### src/frame_pkg.sv
// Constants and types for the converter serial frame logic
package frame_pkg;
	localparam int         CMD_BITS      = 16;
	localparam int         RESULT_BITS   = 12;
	localparam int         SHIFT_BITS    = 16;
	localparam int         CNT_BITS      = 7;
	localparam int         CHAN_BITS     = 3;
	localparam int         FIFO_WIDTH    = 12;
	localparam int         FIFO_DEPTH    = 8;
	localparam logic [6:0] CMD_LAST_EDGE = 7'h10;
	localparam logic [6:0] CNT_MAX       = 7'h7F;
	localparam logic [15:0] CMD_HOLD     = 16'h0000;
	localparam logic [3:0] CMD_OP_LIGHT  = 4'h8;
	localparam logic [7:0] CMD_LIGHT     = 8'h82;
	localparam logic [7:0] CMD_DEEP      = 8'h83;
	localparam logic [7:0] CMD_AUTO      = 8'hA0;
	localparam logic [2:0] CMD_FIXED_HI  = 3'h6;
	localparam logic [2:0] CHAN_RESET    = 3'h0;
	localparam logic [15:0] GARBAGE_SEED = 16'hA5C3;
	localparam int         CONV_TIME_NS  = 2000;
	localparam int         CLK_PERIOD_NS = 50;
	localparam int         CONV_CYCLES   = (CONV_TIME_NS + CLK_PERIOD_NS - 1) / CLK_PERIOD_NS;
	localparam logic [7:0] CONV_COUNT    = 8'(CONV_CYCLES);

	typedef enum logic [5:0] {
		MODE_IDLE    = 6'b000001,
		MODE_LIGHT   = 6'b000010,
		MODE_DEEP    = 6'b000100,
		MODE_AUTO    = 6'b001000,
		MODE_FIXED   = 6'b010000,
		MODE_INVALID = 6'b100000
	} mode_t;
endpackage

### src/result_fifo.sv
// Small synchronous FIFO holding conversion results
module result_fifo #(
	parameter int WIDTH = 12,
	parameter int DEPTH = 8
) (
	input  wire logic             ref_clk,
	input  wire logic             reset_n,
	input  wire logic [WIDTH-1:0] in_data,
	input  wire logic             in_valid,
	output logic                  in_ready,
	output logic [WIDTH-1:0]      out_data,
	output logic                  out_valid,
	input  wire logic             out_ready
);
	localparam int AW = $clog2(DEPTH);
	logic [WIDTH-1:0] mem [DEPTH];
	logic [AW:0]      wr_ptr;
	logic [AW:0]      rd_ptr;
	logic             push;
	logic             pop;

	assign in_ready  = (wr_ptr - rd_ptr) != (AW+1)'(DEPTH);
	assign out_valid = wr_ptr != rd_ptr;
	assign push      = in_valid && in_ready;
	assign pop       = out_valid && out_ready;
	assign out_data  = mem[rd_ptr[AW-1:0]];

	always_ff @(posedge ref_clk) begin
		if (push)
			mem[wr_ptr[AW-1:0]] <= in_data;
	end

	always_ff @(posedge ref_clk or negedge reset_n) begin
		if (!reset_n) begin
			wr_ptr <= '0;
			rd_ptr <= '0;
		end else begin
			if (push)
				wr_ptr <= wr_ptr + 1'b1;
			if (pop)
				rd_ptr <= rd_ptr + 1'b1;
		end
	end
endmodule

### src/frame_ctrl.sv
// Serial frame, command and chained result logic of the converter
// Functional notes
// - In auto or fixed mode, chip select falling edge samples the selected channel and starts a conversion.
// - First 16 serial clock cycles carry the command for the next conversion.
// - Serial data out stays low while the command is shifting in.
// - Finished result loads 12 bits high plus four zero bits low.
// - Sixteenth falling edge drives the result MSB onto serial data out.
// - Later falling edges shift the chain input in and the next bit out.
// - Pass-through shifting is always on; no mode bit needed.
// - Chip select rising releases serial data out to high impedance.
// - After power-up the device idles and converts nothing until a command.
// - Configuration holds defaults at power-up until the host sets it.
// - All-zero command keeps the last mode and settings.
// - All-zero command during configuration access keeps settings, returns to idle.
// - A command acts only after its last bit on the sixteenth edge.
// - Chip select rising early enters invalid state until a proper command.
// - Invalid state returns meaningless data on reads.
// - Invalid state keeps limit flag tracking the previously selected channel.
// - Serial transfers are captured and launched on serial clock falling edges.
// - Configuration written in a frame applies at next chip select fall.
module frame_ctrl (
	input  wire logic                           ref_clk,
	input  wire logic                           reset_n,
	input  wire logic                           cs_n_pin,
	input  wire logic                           sclk_pin,
	input  wire logic                           sdi_pin,
	input  wire logic                           chain_in_pin,
	output logic                                sdo_out,
	output logic                                sdo_oe,
	output logic                                sample_strobe,
	output logic [frame_pkg::CHAN_BITS-1:0]     sample_channel,
	input  wire logic [frame_pkg::RESULT_BITS-1:0] conv_result,
	output logic [frame_pkg::CHAN_BITS-1:0]     limit_channel,
	output logic [frame_pkg::CMD_BITS-1:0]      config_word,
	output logic                                config_strobe,
	output logic [frame_pkg::FIFO_WIDTH-1:0]    result_data,
	output logic                                result_valid,
	input  wire logic                           result_ready,
	output logic                                result_overrun,
	output logic [5:0]                          mode_state
);
	// Pin synchronisers
	logic [1:0] cs_sync;
	logic [1:0] sclk_sync;
	logic [1:0] sdi_sync;
	logic [1:0] chain_sync;
	logic       cs_n;
	logic       cs_prev;
	logic       sclk_prev;
	logic       cs_fall;
	logic       cs_rise;
	logic       sclk_fall;

	always_ff @(posedge ref_clk or negedge reset_n) begin
		if (!reset_n) begin
			cs_sync    <= 2'h3;
			sclk_sync  <= 2'h0;
			sdi_sync   <= 2'h0;
			chain_sync <= 2'h0;
		end else begin
			cs_sync    <= {cs_sync[0], cs_n_pin};
			sclk_sync  <= {sclk_sync[0], sclk_pin};
			sdi_sync   <= {sdi_sync[0], sdi_pin};
			chain_sync <= {chain_sync[0], chain_in_pin};
		end
	end

	assign cs_n = cs_sync[1];

	always_ff @(posedge ref_clk or negedge reset_n) begin
		if (!reset_n) begin
			cs_prev   <= 1'b1;
			sclk_prev <= 1'b0;
		end else begin
			cs_prev   <= cs_n;
			sclk_prev <= sclk_sync[1];
		end
	end

	assign cs_fall   = cs_prev && !cs_n;
	assign cs_rise   = !cs_prev && cs_n;
	assign sclk_fall = sclk_prev && !sclk_sync[1] && !cs_n;

	function automatic logic is_hold(input logic [15:0] w);
		is_hold = (w == frame_pkg::CMD_HOLD);
	endfunction

	// Edge count and command shift
	logic [frame_pkg::CNT_BITS-1:0] edge_cnt;
	logic [frame_pkg::CMD_BITS-1:0] cmd_shift;
	logic                           cmd_done;
	logic                           cmd_fresh;

	always_ff @(posedge ref_clk or negedge reset_n) begin
		if (!reset_n) begin
			edge_cnt  <= '0;
			cmd_shift <= '0;
		end else if (cs_fall) begin
			edge_cnt  <= '0;
		end else if (sclk_fall) begin
			if (edge_cnt != frame_pkg::CNT_MAX)
				edge_cnt <= edge_cnt + 1'b1;
			if (edge_cnt < frame_pkg::CMD_LAST_EDGE)
				cmd_shift <= {cmd_shift[14:0], sdi_sync[1]};
		end
	end

	always_ff @(posedge ref_clk or negedge reset_n) begin
		if (!reset_n)
			cmd_fresh <= 1'b0;
		else
			cmd_fresh <= sclk_fall && (edge_cnt == frame_pkg::CMD_LAST_EDGE - 7'h01);
	end

	// One-cycle pulse once the sixteenth bit is in, so short frames never act
	assign cmd_done = cmd_fresh && (edge_cnt == frame_pkg::CMD_LAST_EDGE);

	// Mode machine, command applied after its sixteenth edge, pending config at next frame start
	frame_pkg::mode_t mode;
	frame_pkg::mode_t next_mode;
	frame_pkg::mode_t prev_mode;
	logic [frame_pkg::CHAN_BITS-1:0] fixed_chan;
	logic [frame_pkg::CHAN_BITS-1:0] next_fixed_chan;
	logic [frame_pkg::CHAN_BITS-1:0] cur_chan;
	logic                            auto_restart;
	logic                            config_pending;
	logic                            config_access;

	always_comb begin
		next_mode       = mode;
		next_fixed_chan = fixed_chan;
		case (mode)
			frame_pkg::MODE_IDLE, frame_pkg::MODE_LIGHT, frame_pkg::MODE_DEEP,
			frame_pkg::MODE_AUTO, frame_pkg::MODE_FIXED, frame_pkg::MODE_INVALID: begin
				if (cmd_done) begin
					if (is_hold(cmd_shift)) begin
						if (mode == frame_pkg::MODE_INVALID)
							next_mode = frame_pkg::MODE_INVALID;
						else
							next_mode = mode;
					end else if (cmd_shift[15:8] == frame_pkg::CMD_LIGHT) begin
						next_mode = frame_pkg::MODE_LIGHT;
					end else if (cmd_shift[15:8] == frame_pkg::CMD_DEEP) begin
						next_mode = frame_pkg::MODE_DEEP;
					end else if (cmd_shift[15:8] == frame_pkg::CMD_AUTO) begin
						next_mode = frame_pkg::MODE_AUTO;
					end else if (cmd_shift[15:13] == frame_pkg::CMD_FIXED_HI) begin
						next_mode       = frame_pkg::MODE_FIXED;
						next_fixed_chan = cmd_shift[12:10];
					end else if (!cmd_shift[15]) begin
						next_mode = (mode == frame_pkg::MODE_INVALID) ? prev_mode : mode;
					end
				end
			end
			default: next_mode = frame_pkg::MODE_IDLE;
		endcase
	end

	always_ff @(posedge ref_clk or negedge reset_n) begin
		if (!reset_n) begin
			mode           <= frame_pkg::MODE_IDLE;
			prev_mode      <= frame_pkg::MODE_IDLE;
			fixed_chan     <= frame_pkg::CHAN_RESET;
			auto_restart   <= 1'b0;
			config_pending <= 1'b0;
			config_access  <= 1'b0;
			config_word    <= frame_pkg::CMD_HOLD;
			config_strobe  <= 1'b0;
		end else begin
			config_strobe <= 1'b0;
			if (cs_rise && edge_cnt < frame_pkg::CMD_LAST_EDGE && edge_cnt != '0) begin
				if (mode != frame_pkg::MODE_INVALID)
					prev_mode <= mode;
				mode          <= frame_pkg::MODE_INVALID;
				config_access <= 1'b0;
			end else if (cmd_done) begin
				// Hold command keeps mode; after a config access it falls back to idle
				if (is_hold(cmd_shift) && config_access)
					mode <= frame_pkg::MODE_IDLE;
				else
					mode <= next_mode;
				fixed_chan     <= next_fixed_chan;
				auto_restart   <= (cmd_shift[15:8] == frame_pkg::CMD_AUTO);
				config_access  <= !cmd_shift[15] && !is_hold(cmd_shift);
				if (!cmd_shift[15] && !is_hold(cmd_shift)) begin
					config_word    <= cmd_shift;
					config_pending <= 1'b1;
				end
			end else if (cs_fall && config_pending) begin
				config_strobe  <= 1'b1;
				config_pending <= 1'b0;
			end
		end
	end

	// Channel sequencing and conversion start
	logic [7:0] conv_cnt;
	logic       converting;
	logic       conv_done;
	logic       active;
	logic [frame_pkg::CHAN_BITS-1:0] limit_chan;
	logic [frame_pkg::CHAN_BITS-1:0] next_chan;

	assign active = (mode == frame_pkg::MODE_AUTO) || (mode == frame_pkg::MODE_FIXED);
	// Channel converted in the frame that starts now
	assign next_chan = (mode == frame_pkg::MODE_FIXED) ? fixed_chan :
		(auto_restart ? frame_pkg::CHAN_RESET : cur_chan + 1'b1);

	always_ff @(posedge ref_clk or negedge reset_n) begin
		if (!reset_n) begin
			cur_chan   <= frame_pkg::CHAN_RESET;
			limit_chan <= frame_pkg::CHAN_RESET;
			converting <= 1'b0;
			conv_cnt   <= '0;
			conv_done  <= 1'b0;
		end else begin
			conv_done <= 1'b0;
			if (cs_fall && active) begin
				converting <= 1'b1;
				conv_cnt   <= frame_pkg::CONV_COUNT;
				cur_chan   <= next_chan;
			end else if (converting) begin
				if (conv_cnt == 8'h01) begin
					converting <= 1'b0;
					conv_done  <= 1'b1;
				end
				conv_cnt <= conv_cnt - 1'b1;
			end
			if (mode != frame_pkg::MODE_INVALID)
				limit_chan <= cur_chan;
		end
	end

	assign sample_strobe  = cs_fall && active;
	assign sample_channel = next_chan;
	assign limit_channel  = limit_chan;

	// Output shift register
	logic [frame_pkg::SHIFT_BITS-1:0] out_shift;
	logic [frame_pkg::SHIFT_BITS-1:0] garbage;
	logic                             sdo_bit;

	always_ff @(posedge ref_clk or negedge reset_n) begin
		if (!reset_n) begin
			garbage <= frame_pkg::GARBAGE_SEED;
		end else begin
			garbage <= {garbage[14:0], garbage[15] ^ garbage[13] ^ garbage[12] ^ garbage[10]};
		end
	end

	always_ff @(posedge ref_clk or negedge reset_n) begin
		if (!reset_n) begin
			out_shift <= '0;
			sdo_bit   <= 1'b0;
		end else if (cs_fall) begin
			out_shift <= '0;
			sdo_bit   <= 1'b0;
		end else if (conv_done) begin
			out_shift <= {conv_result, 4'h0};
		end else if (sclk_fall) begin
			if (edge_cnt == frame_pkg::CMD_LAST_EDGE - 7'h01) begin
				if (mode == frame_pkg::MODE_INVALID)
					sdo_bit <= garbage[15];
				else
					sdo_bit <= out_shift[15];
			end else if (edge_cnt >= frame_pkg::CMD_LAST_EDGE) begin
				out_shift <= {out_shift[14:0], chain_sync[1]};
				sdo_bit   <= (mode == frame_pkg::MODE_INVALID) ? garbage[15] : out_shift[14];
			end else begin
				sdo_bit <= 1'b0;
			end
		end
	end

	assign sdo_out = sdo_bit;
	assign sdo_oe  = !cs_n;

	// Result capture into the FIFO
	logic fifo_in_ready;
	logic overrun;

	always_ff @(posedge ref_clk or negedge reset_n) begin
		if (!reset_n)
			overrun <= 1'b0;
		else if (conv_done && !fifo_in_ready)
			overrun <= 1'b1;
		else if (cs_fall)
			overrun <= 1'b0;
	end

	result_fifo #(
		.WIDTH(frame_pkg::FIFO_WIDTH),
		.DEPTH(frame_pkg::FIFO_DEPTH)
	) u_fifo (
		.ref_clk  (ref_clk),
		.reset_n  (reset_n),
		.in_data  (conv_result),
		.in_valid (conv_done),
		.in_ready (fifo_in_ready),
		.out_data (result_data),
		.out_valid(result_valid),
		.out_ready(result_ready)
	);

	assign result_overrun = overrun;
	assign mode_state     = mode;
endmodule

### config.mk
export PLATFORM = sky130hd
export DESIGN_NAME = frame_ctrl
export DESIGN_NICKNAME = d
export VERILOG_FILES = /design/src/frame_pkg.sv /design/src/result_fifo.sv /design/src/frame_ctrl.sv
export SDC_FILE = /design/constraint.sdc
export NUM_CORES = 1
export LEC_CHECK = 0
export BUFFER_PORTS_ARGS = -buffer_cell sky130_fd_sc_hd__buf_2
export CORE_ASPECT_RATIO = 1.2
export CORE_MARGIN = 4
export CORE_UTILIZATION = 40
export DETAILED_ROUTE_END_ITERATION = 8
export SLEW_MARGIN = 20
export SYNTH_ARGS = -nofsm -noshare
export SYNTH_HDL_FRONTEND = slang
export SYNTH_HIERARCHICAL = 1
export SYNTH_SLANG_ARGS = --single-unit
### constraint.sdc
create_clock -name ref_clk -period 4.7 [get_ports ref_clk]
set_input_delay 0.705 -clock ref_clk [delete_from_list [all_inputs] [get_ports ref_clk]]
set_output_delay 0.705 -clock ref_clk [all_outputs]
set_load 0.02 [all_outputs]
* After elaboration in Yosys (flattened, before gate mapping)
Memory sizes are Yosys's and may differ from the RTL's.
Cells that the tools add are included.
** Storage, ports and cells
- Output and inout port bits :: 46
- Memories :: 1
- RAM bits :: 96
- Input bits :: 19
- Logic and storage cells :: 161
- Flip-flop bits (word level) :: 127
** Cells by class
- $add $sub $neg :: 6
- Eq/ne operators :: 23
- Order comparisons :: 2
- Reduce and logical (&&, ||, !) cells :: 43
- Muxes and demuxes :: 49
- Bitwise gates (word level) :: 9
** Memories
- u_fifo.mem :: depth 8, width 12, rd ports 1, clocked after Yosys merged registers in 0, wr ports 1, RTL line result_fifo.sv:16 : logic [WIDTH-1:0] mem [DEPTH];
** Operators by type and width (count)
- $mux W16 :: 5
- $mux W6 :: 12
- $mux W1 :: 25
- $eq A8 B8 Y1 const B :: 3
- $mux W7 :: 3
- $logic_not A16 Y1 :: 1
- $mux W8 :: 2
- $logic_and A1 B1 Y1 :: 15
- $reduce_and A3 Y1 :: 4
- $reduce_bool A2 Y1 :: 6
- $ne A9 B9 Y1 const B :: 1
- $add A4 B1 Y4 const B :: 2
- $eq A8 B1 Y1 const B :: 1
- $ne A8 B8 Y1 const B :: 1
- $reduce_and A2 Y1 :: 4
- $reduce_and A8 Y1 :: 1
- $sub A8 B1 Y8 const B :: 1
- $add A7 B1 Y7 const B :: 1
- $eq A7 B4 Y1 const B :: 1
- $eq A7 B5 Y1 const B :: 1
- $ge A7 B5 Y1 const B :: 1
- $lt A7 B5 Y1 const B :: 1
- $ne A7 B7 Y1 const B :: 1
- $reduce_bool A7 Y1 :: 1
- 24 further kinds :: 38

* Logic depth before layout (Yosys ltp)
Gate-level depths: netlist (run 1).
- Depth after elaboration :: 12
- Depth in mapped cells :: 9
- Gate-level depth less buffers :: 7

* Modules after synthesis
Netlist (run 1), hierarchy kept.
** By module, submodules not included
- frame_ctrl :: cells each 444, area each 5144.9 µm², sequential area each 2994.1 µm², times used 1
- result_fifo :: cells each 217, area each 4140.2 µm², sequential area each 3083.0 µm², times used 1

* Worst setup path before layout (run 1)
OpenSTA, ideal clock, no wires.
- Path type :: register -> register
- Start :: register u_fifo.rd_ptr[1]
- End :: memory u_fifo.mem[0][0] (enable)
- Buffers on the path :: 2
- Stages on the path, launching flop included :: 10
- Slack :: 0.979 ns
- Required time :: 4.288 ns
- Period minus slack after synthesis :: 3.721 ns
- Setup time :: 0.412 ns
- Data arrival time :: 3.309 ns
- Cells stage by stage :: dfrtp_1 clkbuf_1 buf_1 inv_1 ha_1 nor2b_1 o211a_1 o211ai_4 nand2_4 nor4_1
** On the way
- Word-level cells in the longest chain between the ends :: 5
** RTL lines
- start: declaration :: RTL line result_fifo.sv:18 : logic [AW:0] rd_ptr;
- start signal: assignment :: RTL line result_fifo.sv:41 : rd_ptr <= rd_ptr + 1'b1;
- $sub A4 B4 Y4 :: RTL line result_fifo.sv:22 : assign in_ready = (wr_ptr - rd_ptr) != (AW+1)'(DEPTH);
- $ne A4 B4 Y1 :: RTL line result_fifo.sv:22
- net fifo_in_ready :: RTL line frame_ctrl.sv:279 : logic fifo_in_ready;
- $logic_and A1 B1 Y1 :: RTL line result_fifo.sv:24 : assign push = in_valid && in_ready;
- $mux W1 :: RTL line result_fifo.sv:29 : if (push)
- $mux W1 (implied by the code) :: RTL line result_fifo.sv:30 : mem[wr_ptr[AW-1:0]] <= in_data;
- end: declaration :: RTL line result_fifo.sv:16
The timed path passes the listed nets, and every way through them passes these cells.

* Worst setup path in the final report (run 1)
- Start :: register u_fifo.rd_ptr[0]
- End :: output port result_data[2] in the netlist's numbering
** On the way
- Word-level cells in the longest chain between the ends :: 1
** RTL lines
- $mem_v2 Z8 W12
- end: declaration :: RTL line frame_ctrl.sv:36 : output logic [frame_pkg::FIFO_WIDTH-1:0] result_data,
No other way between the ends.

==> results.yml, run 1 <==
setup_path:
  critPathLaunchType: "flop"
  cp_data_arrival_time_ps: 2640
  cp_cell_sequence: "buf_4 -> mux4_2 -> nand2_1 -> nand2_1 -> buf_2"
  cp.required_ps: 3990
  r2r_setup_slack_ps: 1580
  timing.critical_path.fanout_max: 16
  crit_slowest_cell: "dfrtp_1"
  critical_path.reg2reg.endpoint: "u_fifo/mem[5][3]$_DFFE_PP_"
  rr_startpoint: "u_fifo/rd_ptr[2]$_DFFE_PN0P_"
  critical_path_type: "reg -> out"
  timing.critical_path.to_type: "output pin"
  cp_slowest_stage_delay_ps: 880
  reg2reg_depth: 6
  crit_path_frequent_cell: "nand2_1"
clocking:
  cts.sink_count: 223
  clk_pin_slew_ps: 60
  ctsLongestPathBuffers: 3
  htreeDepth: 1
  clock-root-buffer: "clkbuf_16"
  postCtsHoldBufs: 0
  cts_repair_resize_count: 0
  postCtsSetupBuffers: 0
  cts_tree: "done"
  worstSkewPairLatency_ps: 500
  tritoncts.num_buffers: 23
logic_synthesis:
  number_of_distinct_library_cells_after_synthesis: 71
  syn-cell-area_um2: 9290
  yosysWarnings: 6
  ys_ff_latch: 223
  syn-mean-instance-area_um2: 14.0
  primary_ff_master_synth: "dfrtp_1"
  postSynthCellCount: 661
  synthesis.nets: 690
  synth_enable_flop_cells: 96
  synth.yosys.seq_area_share_pct: 65.4
  async_reset_ff_share_pct: 57.0
floorplanning:
  core_area_um2: 22700
  initial_utilization_pct: 41.0
  die_h_um: 175
  ioPinCount: 65
  floorplan.rows: 60
  die_width_um: 147
  design.die.area_um2: 25700
drt:
  wl_met2_mm: 8.96
  routedWlPerCell_um: 16.9
  dr.pass1.iters: 4
  post-route-drc-count: 0
  viasPerCell: 5.11
  detailroute.wirelength.met3_um: 733
  top_signal_layer_used: "met4"
  vias: 5385
  detail_route.iter0.violations: 262
  met1_length_mm: 7.72
  ant_nets: 0
  finalWirelength_mm: 17.8
global_routing:
  antenna_found_initial: 0
  grt.overflow.total: 0
  via_count_of_the_first_global_routing_pass: 5801
  grt_first_pass_wirelength_mm: 30.2
  largest_net_degree_at_the_start_of_global_routing: 64
  gr-usage-all-layers_pct: 14.2
final_layout:
  antenna_cells: 0
  layout.filler_cells: 2020
  final_layout_size_suffix_gt1_share_pct: 26.5
  area.growth.synth_to_final_pct: 15.1
  final_net_count: 757
placement:
  detailed_place_hpwl_mm: 12.1
  gp_congestion: 0.819
  port-buffer-count: 64
sta:
  setup_viol: 0
  achievable-frequency_mhz: 299
  finClkSkew_ps: 6.41
  rsz0062_at_grt: "false"
  actual_transition_at_the_worst_max_transition_pin_ps: 967
  timing.final.crit_share_pct: 71.1
  report.final.hold_viol_count: 0
  timing.max_slew.rel_slack_pct: 35.3
  fin_crit_ps: 3340
  setup_tns_ps: 0
  final-max-slew-violation-count: 0
power_and_ir_drop:
  post-layout-total-power_mw: 4.87
  power_density_relative_to_cell_area_nw_per_um2: 455
  irDropWorstVdd_mv: 0.223
  power_leakage_nw: 4.52
min_path:
  worst_hold_path_type: "in -> async"
run:
  max_cap_viol: 0
status:
  outcome: "finished, final reports clean"
==> cell families after synthesis <==
| family | count (synthesis) | synth area share (%) |
|---|---|---|
| and+or+nand+nor | 224 | 11.8 |
| DFF | 223 | 65.4 |
| muxes | 72 | 11.6 |
| AOI/OAI and AO/OA | 58 | 4.77 |
| buffers and inverters | 49 | 2.49 |
| xor gates and xnor gates | 25 | 2.52 |
| adders and majority gates | 10 | 1.35 |
==> critical path, delay by kind of cell (launching register included) <==
kind,cells,cell delay [ps]
buf+inv,2,560
flops,1,880
mux,1,530
simple gates,2,160
==> worst max path at each step <==
stage	from	to	slack, ps	cells after the start
after CTS	u_fifo/rd_ptr[0]$_DFFE_PN0P_	result_data[2]	1260	5
after detailed placement	u_fifo/rd_ptr[2]$_DFFE_PN0P_	u_fifo/mem[5][8]$_DFFE_PP_	1470	6
after global routing	u_fifo/rd_ptr[0]$_DFFE_PN0P_	result_data[2]	1070	5
final	u_fifo/rd_ptr[0]$_DFFE_PN0P_	result_data[2]	1360	5
after floorplan	u_fifo/rd_ptr[1]$_DFFE_PN0P_	u_fifo/mem[0][0]$_DFFE_PP_	980	9
after global placement	u_fifo/rd_ptr[2]$_DFFE_PN0P_	u_fifo/mem[6][10]$_DFFE_PP_	1650	6
==> layout by cell type (no fill, tap or decap), types with 4 or more instances in the layout <==
cell,synthesis,final
dfstp_2,13,13
a311oi_1,12,12
nand3_1,25,25
clkbuf_16,0,23
nor2b_1,5,5
buf_4,0,12
mux2_2,29,29
nand4_1,7,7
buf_2,8,63
xor2_1,11,11
mux2_1,10,10
nor3_1,13,13
a21oi_1,8,8
edfxtp_1,96,96
nand2_1,94,94
bufinv_16,0,4
and3_1,4,4
mux2i_1,8,8
ha_1,10,10
xnor2_1,13,13
mux4_2,24,24
nor4_1,5,4
o21ai_0,10,10
inv_1,14,14
or3_1,4,4
dfrtp_1,114,114
clkinv_2,0,6
nor2_1,39,39
==> report_power, final <==
group,internal [mW],switching (mW),total [mW]
Combinational,0.376,0.463,0.839
Sequential,2.08,0.0841,2.17
Clock,1.13,0.728,1.86
==> stage by stage <==
step | instances | cell area, um2 | worst slack (ps) | util [%] | hold WS [ps]
after floorplan | 661 | 9290 | 979 | - | 331
after global placement | 1013 | 9910 | 1650 | 43.7 | 334
after detailed placement | 1013 | 9910 | 1470 | 43.7 | 335
after CTS | 1053 | 10700 | 1260 | 47.1 | 280
after global routing | 1053 | 10700 | 1070 | 47.1 | 292
final | 1053 | 10700 | 1360 | 47.1 | 291
==> state kept, by name (all words and copies together) (netlist names), 4 cells and up <==
name and flops:
u_fifo/wr_ptr 4, prev_mode 6, cmd_shift 16, u_fifo/mem 96
u_fifo/rd_ptr 4, config_word 16, garbage 16, out_shift 16
edge_cnt 7, mode_state 6, conv_cnt 8
==> cell type report <==
cell class / instances / area, um2 / area share, %
Inverter: 16 / 60.1 / 0.562
Multi-Input combinational cell: 389 / 2980 / 27.9
Timing Repair Buffer: 75 / 405 / 3.79
Sequential cell: 223 / 6080 / 56.9
Clock buffer: 26 / 597 / 5.58
Clock inverter: 14 / 178 / 1.66
Tap cell: 310 / 388 / 3.63
==> routing by layer <==
layer | vias up | track usage (%)
met3 | 29 | 2.52
met2 | 103 | 25.2
met1 | 2698 | 18.0
li1 | 2555 | -
met5 | - | 0
met4 | 0 | 3.73
==> synthesized netlist by cell type, drive strengths merged, types with 4 or more instances <==
library cell	number	area (um2)
dfstp	13	342
nand3	25	125
nand2	95	364
a21oi	9	48.8
clkbuf	19	71.3
nor4	7	65.1
xnor2	13	114
nor2b	5	31.3
o21ai	12	60.1
or3	4	25.0
ha	10	125
mux2i	8	80.1
a311oi	12	105
nor3	14	75.1
xor2	11	96.3
nand4	7	43.8
nor2	39	146
edfxtp	96	2880
inv	15	56.3
mux2	40	454
dfrtp	114	2850
o211ai	4	43.8
mux4	24	541
or4	4	41.3
buf	14	100
and3	5	36.3
No activity file was read; power rests on OpenSTA's default activity.
==> inputs of run 2 (changes only) <==
- clock period: 4.7 -> 3 ns (I/O delays scaled with it)
==> results.yml, run 2 (synthesis results as in run 1) <==
status:
  outcome: "finished, final reports clean"
final_layout:
  largest_reg_flops: 96
  multiInputGateArea_um2: 3010
  layout.cells.most_common_list: "dfrtp_1 (114), edfxtp_1 (96), nand2_1 (94), buf_2 (63), nor2_1 (39)"
  layout.cells.most_common: "dfrtp_1"
  final_net_count: 765
  antenna_cells: 0
  final_layout_size_suffix_gt1_share_pct: 27.3
  area.growth.synth_to_final_pct: 15.9
  layout.filler_cells: 2050
  final_cells: 1062
  register_cell_area_after_layout_um2: 6080
floorplanning:
  die_h_um: 175
  die_width_um: 147
  ioPinCount: 65
  design.die.area_um2: 25700
  floorplan.rows: 60
  initial_utilization_pct: 41.0
  core_area_um2: 22700
power_and_ir_drop:
  combinationalPowerShare_pct: 18.8
  internal-power_mw: 5.58
  power_leakage_nw: 4.55
  irDropWorstVdd_mv: 0.450
  power_density_relative_to_cell_area_nw_per_um2: 702
  clock_network_power_share_pct: 37.2
  swShare_pct: 26.2
  total_switching_power_mw: 1.98
  seq_power_share_pct: 44.1
sta:
  setup_tns_ps: 0
  timing.max_slew.rel_slack_pct: 49.7
  achievable-frequency_mhz: 376
  actual_transition_at_the_worst_max_transition_pin_ps: 754
  rsz0062_at_grt: "false"
  timing.final.crit_share_pct: 88.6
  fin_crit_ps: 2660
  report.final.hold_viol_count: 0
  final-max-slew-violation-count: 0
  finClkSkew_ps: 5.53
  setup_viol: 0
drt:
  viasPerCell: 5.18
  finalWirelength_mm: 18.1
  ant_nets: 0
  dr.pass1.iters: 4
  routedWlPerCell_um: 17.1
  vias: 5502
  post-route-drc-count: 0
  detail_route.iter0.violations: 342
global_routing:
  antenna_found_initial: 1
  grt.overflow.total: 0
  gr-usage-all-layers_pct: 14.4
  grt_first_pass_wirelength_mm: 31.0
  via_count_of_the_first_global_routing_pass: 5955
  largest_net_degree_at_the_start_of_global_routing: 51
setup_path:
  crit_slowest_cell: "dfrtp_1"
  cp_slowest_stage_delay_ps: 470
  critPathLaunchType: "flop"
  cp_data_arrival_time_ps: 2210
  r2r_setup_slack_ps: 410
  cp_cell_sequence: "nor4_1 -> nand3_1 -> inv_2 -> buf_2"
  cp.required_ps: 2550
  cpLargestDelayFamily: "simple AND/OR/NAND/NOR gates"
  critical_path_type: "reg -> out"
  timing.critical_path.fanout_max: 10
  timing.critical_path.to_type: "output pin"
  critPathBufInv: 2
clocking:
  worstSkewPairLatency_ps: 500
  clk_pin_slew_ps: 60
  ctsLongestPathBuffers: 3
  clock-root-buffer: "clkbuf_16"
  cts_repair_resize_count: 0
  htreeDepth: 1
  cts.sink_count: 223
  cts_tree: "done"
  tritoncts.num_buffers: 23
placement:
  detailed_place_hpwl_mm: 12.5
  port-buffer-count: 64
  dpl.cell_count: 1020
  gp_congestion: 0.818
min_path:
  worst_hold_path_type: "in -> reg"
run:
  max_cap_viol: 0
run 2: power by group through the flow:
stage / Sequential (mW) / Combinational [mW] / Clock [mW]
finish: 3.33 / 1.42 / 2.81
global route: 3.34 / 1.57 / 3.04
CTS: 3.33 / 1.45 / 2.90
detailed placement: 3.39 / 1.44 / 0
global placement: 3.39 / 1.42 / 0
floorplan: 3.37 / 1.05 / 0
run 2: through the flow:
stage / area (um2) / hold WS (ps) / utilization, % / setup WS [ps] / power (mW)
3_3_place_gp: 10000 / 335 / 44.1 / 519 / 4.81
5_1_grt: 10800 / 25.9 / 47.5 / 93.6 / 7.95
2_1_floorplan: 9320 / 154 / - / -120 / 4.43
6_report: 10800 / 53.1 / 47.5 / 343 / 7.56
3_5_place_dp: 10000 / 340 / 44.1 / 412 / 4.84
4_1_cts: 10800 / 26.7 / 47.5 / 240 / 7.68
run 2: final timing paths:
check                                     startpoint                          to  cells past startpoint
max in group asynchronous                    reset_n       garbage[13]$_DFF_PN1_                      3
hold / removal                               sdi_pin       sdi_sync[0]$_DFF_PN0_                      1
setup / recovery           mode_state[1]$_DFFE_PN0P_               sample_strobe                      4
setup reg to reg             edge_cnt[0]$_DFFE_PN0P_  config_word[6]$_DFFE_PN0P_                      6
min in group asynchronous                    reset_n     conv_cnt[6]$_DFFE_PN0P_                      2
hold reg to reg                 garbage[3]$_DFF_PN0_        garbage[4]$_DFF_PN0_                      0
run 2: cell type report:
type | count | area share [%]
Multi-Input combinational cell | 389 | 28.0
Clock inverter | 13 | 1.30
Tap cell | 310 | 3.60
Sequential cell | 223 | 56.5
Clock buffer | 28 | 5.65
Timing Repair Buffer | 83 | 4.46
Inverter | 16 | 0.558
run 2: repair_timing:
action	in CTS	in global routing
hold endpoints to repair	45	0
setup buffers	0	0
hold buffers	1	0
run 2: layer usage:
| metal | track usage, % | wire (um) |
|---|---|---|
| met1 | 18.9 | 7740 |
| met2 | 24.8 | 9220 |
| met3 | 2.41 | 727 |
| met4 | 4.39 | 411 |
| met5 | 0 | 13 |
==> inputs of run 3 (changes only) <==
- ABC_AREA: not set -> 1
- BUFFER_PORTS_ARGS: -buffer_cell sky130_fd_sc_hd__buf_2 -> not set
- DONT_BUFFER_PORTS: not set -> 1
==> results.yml, run 3 <==
power_and_ir_drop:
  power_leakage_nw: 4.46
  total_switching_power_mw: 2.56
  seq_power_share_pct: 41.6
  swShare_pct: 31.1
  internal-power_mw: 5.67
  power_density_relative_to_cell_area_nw_per_um2: 771
  combinationalPowerShare_pct: 21.3
  clock_network_power_share_pct: 37.1
  irDropWorstVdd_mv: 0.465
logic_synthesis:
  synth.cells.most_frequent: "nand2_1 (222), o21ai_0 (115), dfrtp_1 (114)"
  synth.yosys.seq_area_share_pct: 64.4
  yosysWarnings: 6
  synthesis.nets: 972
  postSynthCellCount: 943
  async_reset_ff_share_pct: 57.0
  synth_area_leaders: "edfxtp_1 (31%), dfrtp_1 (30%), nand2_1 (8.8%)"
  syn-mean-instance-area_um2: 10.0
  primary_ff_master_synth: "dfrtp_1"
  number_of_distinct_library_cells_after_synthesis: 37
  library_cell_with_the_highest_instance_count_after_synthesis: "nand2_1"
  syn-cell-area_um2: 9440
  synth_enable_flop_cells: 96
  synthDominantCellAreaShare_pct: 30.5
  ys_ff_latch: 223
  post-synth-top-area-cell: "edfxtp_1"
status:
  failed_checks: "hold timing"
  outcome: "finished with violations"
setup_path:
  timing.critical_path.to_type: "output pin"
  cp.required_ps: 2550
  timing.critical_path.fanout_max: 30
  critical_path.reg2reg.endpoint: "u_fifo/mem[7][5]$_DFFE_PP_"
  critPathLaunchType: "flop"
  reg2reg_depth: 9
  r2r_setup_slack_ps: 770
  critical_path_type: "reg -> out"
  rr_startpoint: "u_fifo/rd_ptr[1]$_DFFE_PN0P_"
  cp_data_arrival_time_ps: 2150
drt:
  vias: 6256
  routedWlPerCell_um: 14.4
  post-route-drc-count: 0
  detail_route.iter0.violations: 327
  viasPerCell: 4.86
  finalWirelength_mm: 18.6
  dr.pass1.iters: 4
  ant_nets: 0
sta:
  fin_hold_ws_ps: -359
  rsz0062_at_grt: "false"
  setup_viol: 0
  worst_slack_ps: 400
  timing.max_slew.rel_slack_pct: 49.1
  final-max-slew-violation-count: 0
  timing.final.crit_share_pct: 86.7
  fin_crit_ps: 2600
  actual_transition_at_the_worst_max_transition_pin_ps: 755
  report.final.hold_viol_count: 127
  finClkSkew_ps: 13.9
  achievable-frequency_mhz: 385
  setup_tns_ps: 0
floorplanning:
  die_h_um: 176
  die_width_um: 148
  floorplan.rows: 61
  design.die.area_um2: 26100
  ioPinCount: 65
  initial_utilization_pct: 40.7
  core_area_um2: 23200
global_routing:
  antenna_found_initial: 0
  grt_first_pass_wirelength_mm: 31.4
  largest_net_degree_at_the_start_of_global_routing: 128
  via_count_of_the_first_global_routing_pass: 6228
  grt.overflow.total: 0
  gr-usage-all-layers_pct: 14.4
final_layout:
  layout.cells.most_common_list: "nand2_1 (222), o21ai_0 (115), dfrtp_1 (114), nor2_1 (109), edfxtp_1 (96)"
  final_layout_size_suffix_gt1_share_pct: 11.5
  final_net_count: 984
  largest_reg_flops: 96
  layout.cells.most_common: "nand2_1"
  area.growth.synth_to_final_pct: 13.1
  antenna_cells: 0
clocking:
  cts.sink_count: 223
  cts_tree: "done"
  postCtsHoldBufs: 4
  cts_repair_resize_count: 0
  clock-root-buffer: "clkbuf_16"
  ctsLongestPathBuffers: 3
  postCtsSetupBuffers: 0
  tritoncts.num_buffers: 24
  htreeDepth: 1
  worstSkewPairLatency_ps: 510
  clk_pin_slew_ps: 60
placement:
  place_ws_ps: 757
  gp_congestion: 0.831
  port-buffer-count: 0
  detailed_place_hpwl_mm: 12.4
run:
  max_cap_viol: 0
min_path:
  worst_hold_path_type: "in -> async"
==> run 3: cell count changes after synthesis, moves of 12 or more <==
cell / before / now
o21ai_1: 2 / 23
nor2_1: 39 / 109
nand2_1: 94 / 222
inv_1: 14 / 67
mux2_2: 29 / 1
o21ai_0: 10 / 115
a311oi_1: 12 / 0
nand3_1: 25 / 40
o22ai_1: 3 / 25
inv_2: 1 / 15
mux4_2: 24 / 0
==> run 3: final cells by class <==
| type | instances | area (um2) |
|---|---|---|
| multi-input combinational | 606 | 2910 |
| timing repair buffer | 18 | 145 |
| clock buffer | 27 | 622 |
| inverter | 82 | 308 |
| fill | 2201 | 12500 |
| clock inverter | 17 | 219 |
| sequential | 223 | 6080 |
| tap | 315 | 394 |
==> run 3: per-layer routing <==
layer,up-vias,GRT usage [%],part of all wire [%]
met5,-,0,0
met4,0,2.93,1.3
li1,3158,-,-
met1,2969,19.2,45
met3,17,3.26,5.5
met2,112,24.5,48
==> run 3: worst max path at each step <==
stage / from / to
2_1_floorplan: u_fifo/rd_ptr[1]$_DFFE_PN0P_ / u_fifo/mem[0][0]$_DFFE_PP_
3_3_place_gp: u_fifo/rd_ptr[1]$_DFFE_PN0P_ / u_fifo/mem[7][7]$_DFFE_PP_
3_5_place_dp: u_fifo/rd_ptr[1]$_DFFE_PN0P_ / u_fifo/mem[7][9]$_DFFE_PP_
4_1_cts: u_fifo/rd_ptr[0]$_DFFE_PN0P_ / result_data[5]
5_1_grt: u_fifo/rd_ptr[0]$_DFFE_PN0P_ / result_data[5]
6_report: u_fifo/rd_ptr[0]$_DFFE_PN0P_ / result_data[5]
==> run 3: power by group through the flow <==
stage	clock, mW	sequential (mW)	combinational, mW
2_1_floorplan	0	3.45	1.44
3_5_place_dp	0	3.48	1.77
6_report	3.05	3.42	1.76
5_1_grt	3.27	3.44	1.99
3_3_place_gp	0	3.48	1.75
4_1_cts	3.15	3.43	1.78
==> run 3: metrics by stage <==
stage	cells	total power, mW	hold WS, ps	util [%]	instance area (um2)
floorplan	943	4.89	154	-	9440
global placement	1240	5.23	161	42.2	9790
detailed placement	1240	5.25	160	42.2	9790
CTS	1288	8.35	-386	46.0	10700
global route	1288	8.71	-386	46.0	10700
finish	1288	8.23	-359	46.0	10700
==> run 3: cell families after synthesis <==
logic type / after synthesis / share of synthesized area (%)
AO/OA/AOI/OAI: 178 / 10.0
XOR/XNOR: 9 / 0.835
adder cells (fa/ha/maj): 10 / 1.33
buffers and inverters: 114 / 4.80
flip-flops: 223 / 64.4
multiplexers: 2 / 0.239
AND/OR/NAND/NOR: 407 / 18.4
==> run 3: worst max-delay path: stages, from the launching register on <==
cell     delay [ps]
dfrtp_1         410
inv_2           380
buf_4           330
o21ai_0         130
o22ai_1         150
nand2_1          70
nand2_1         170
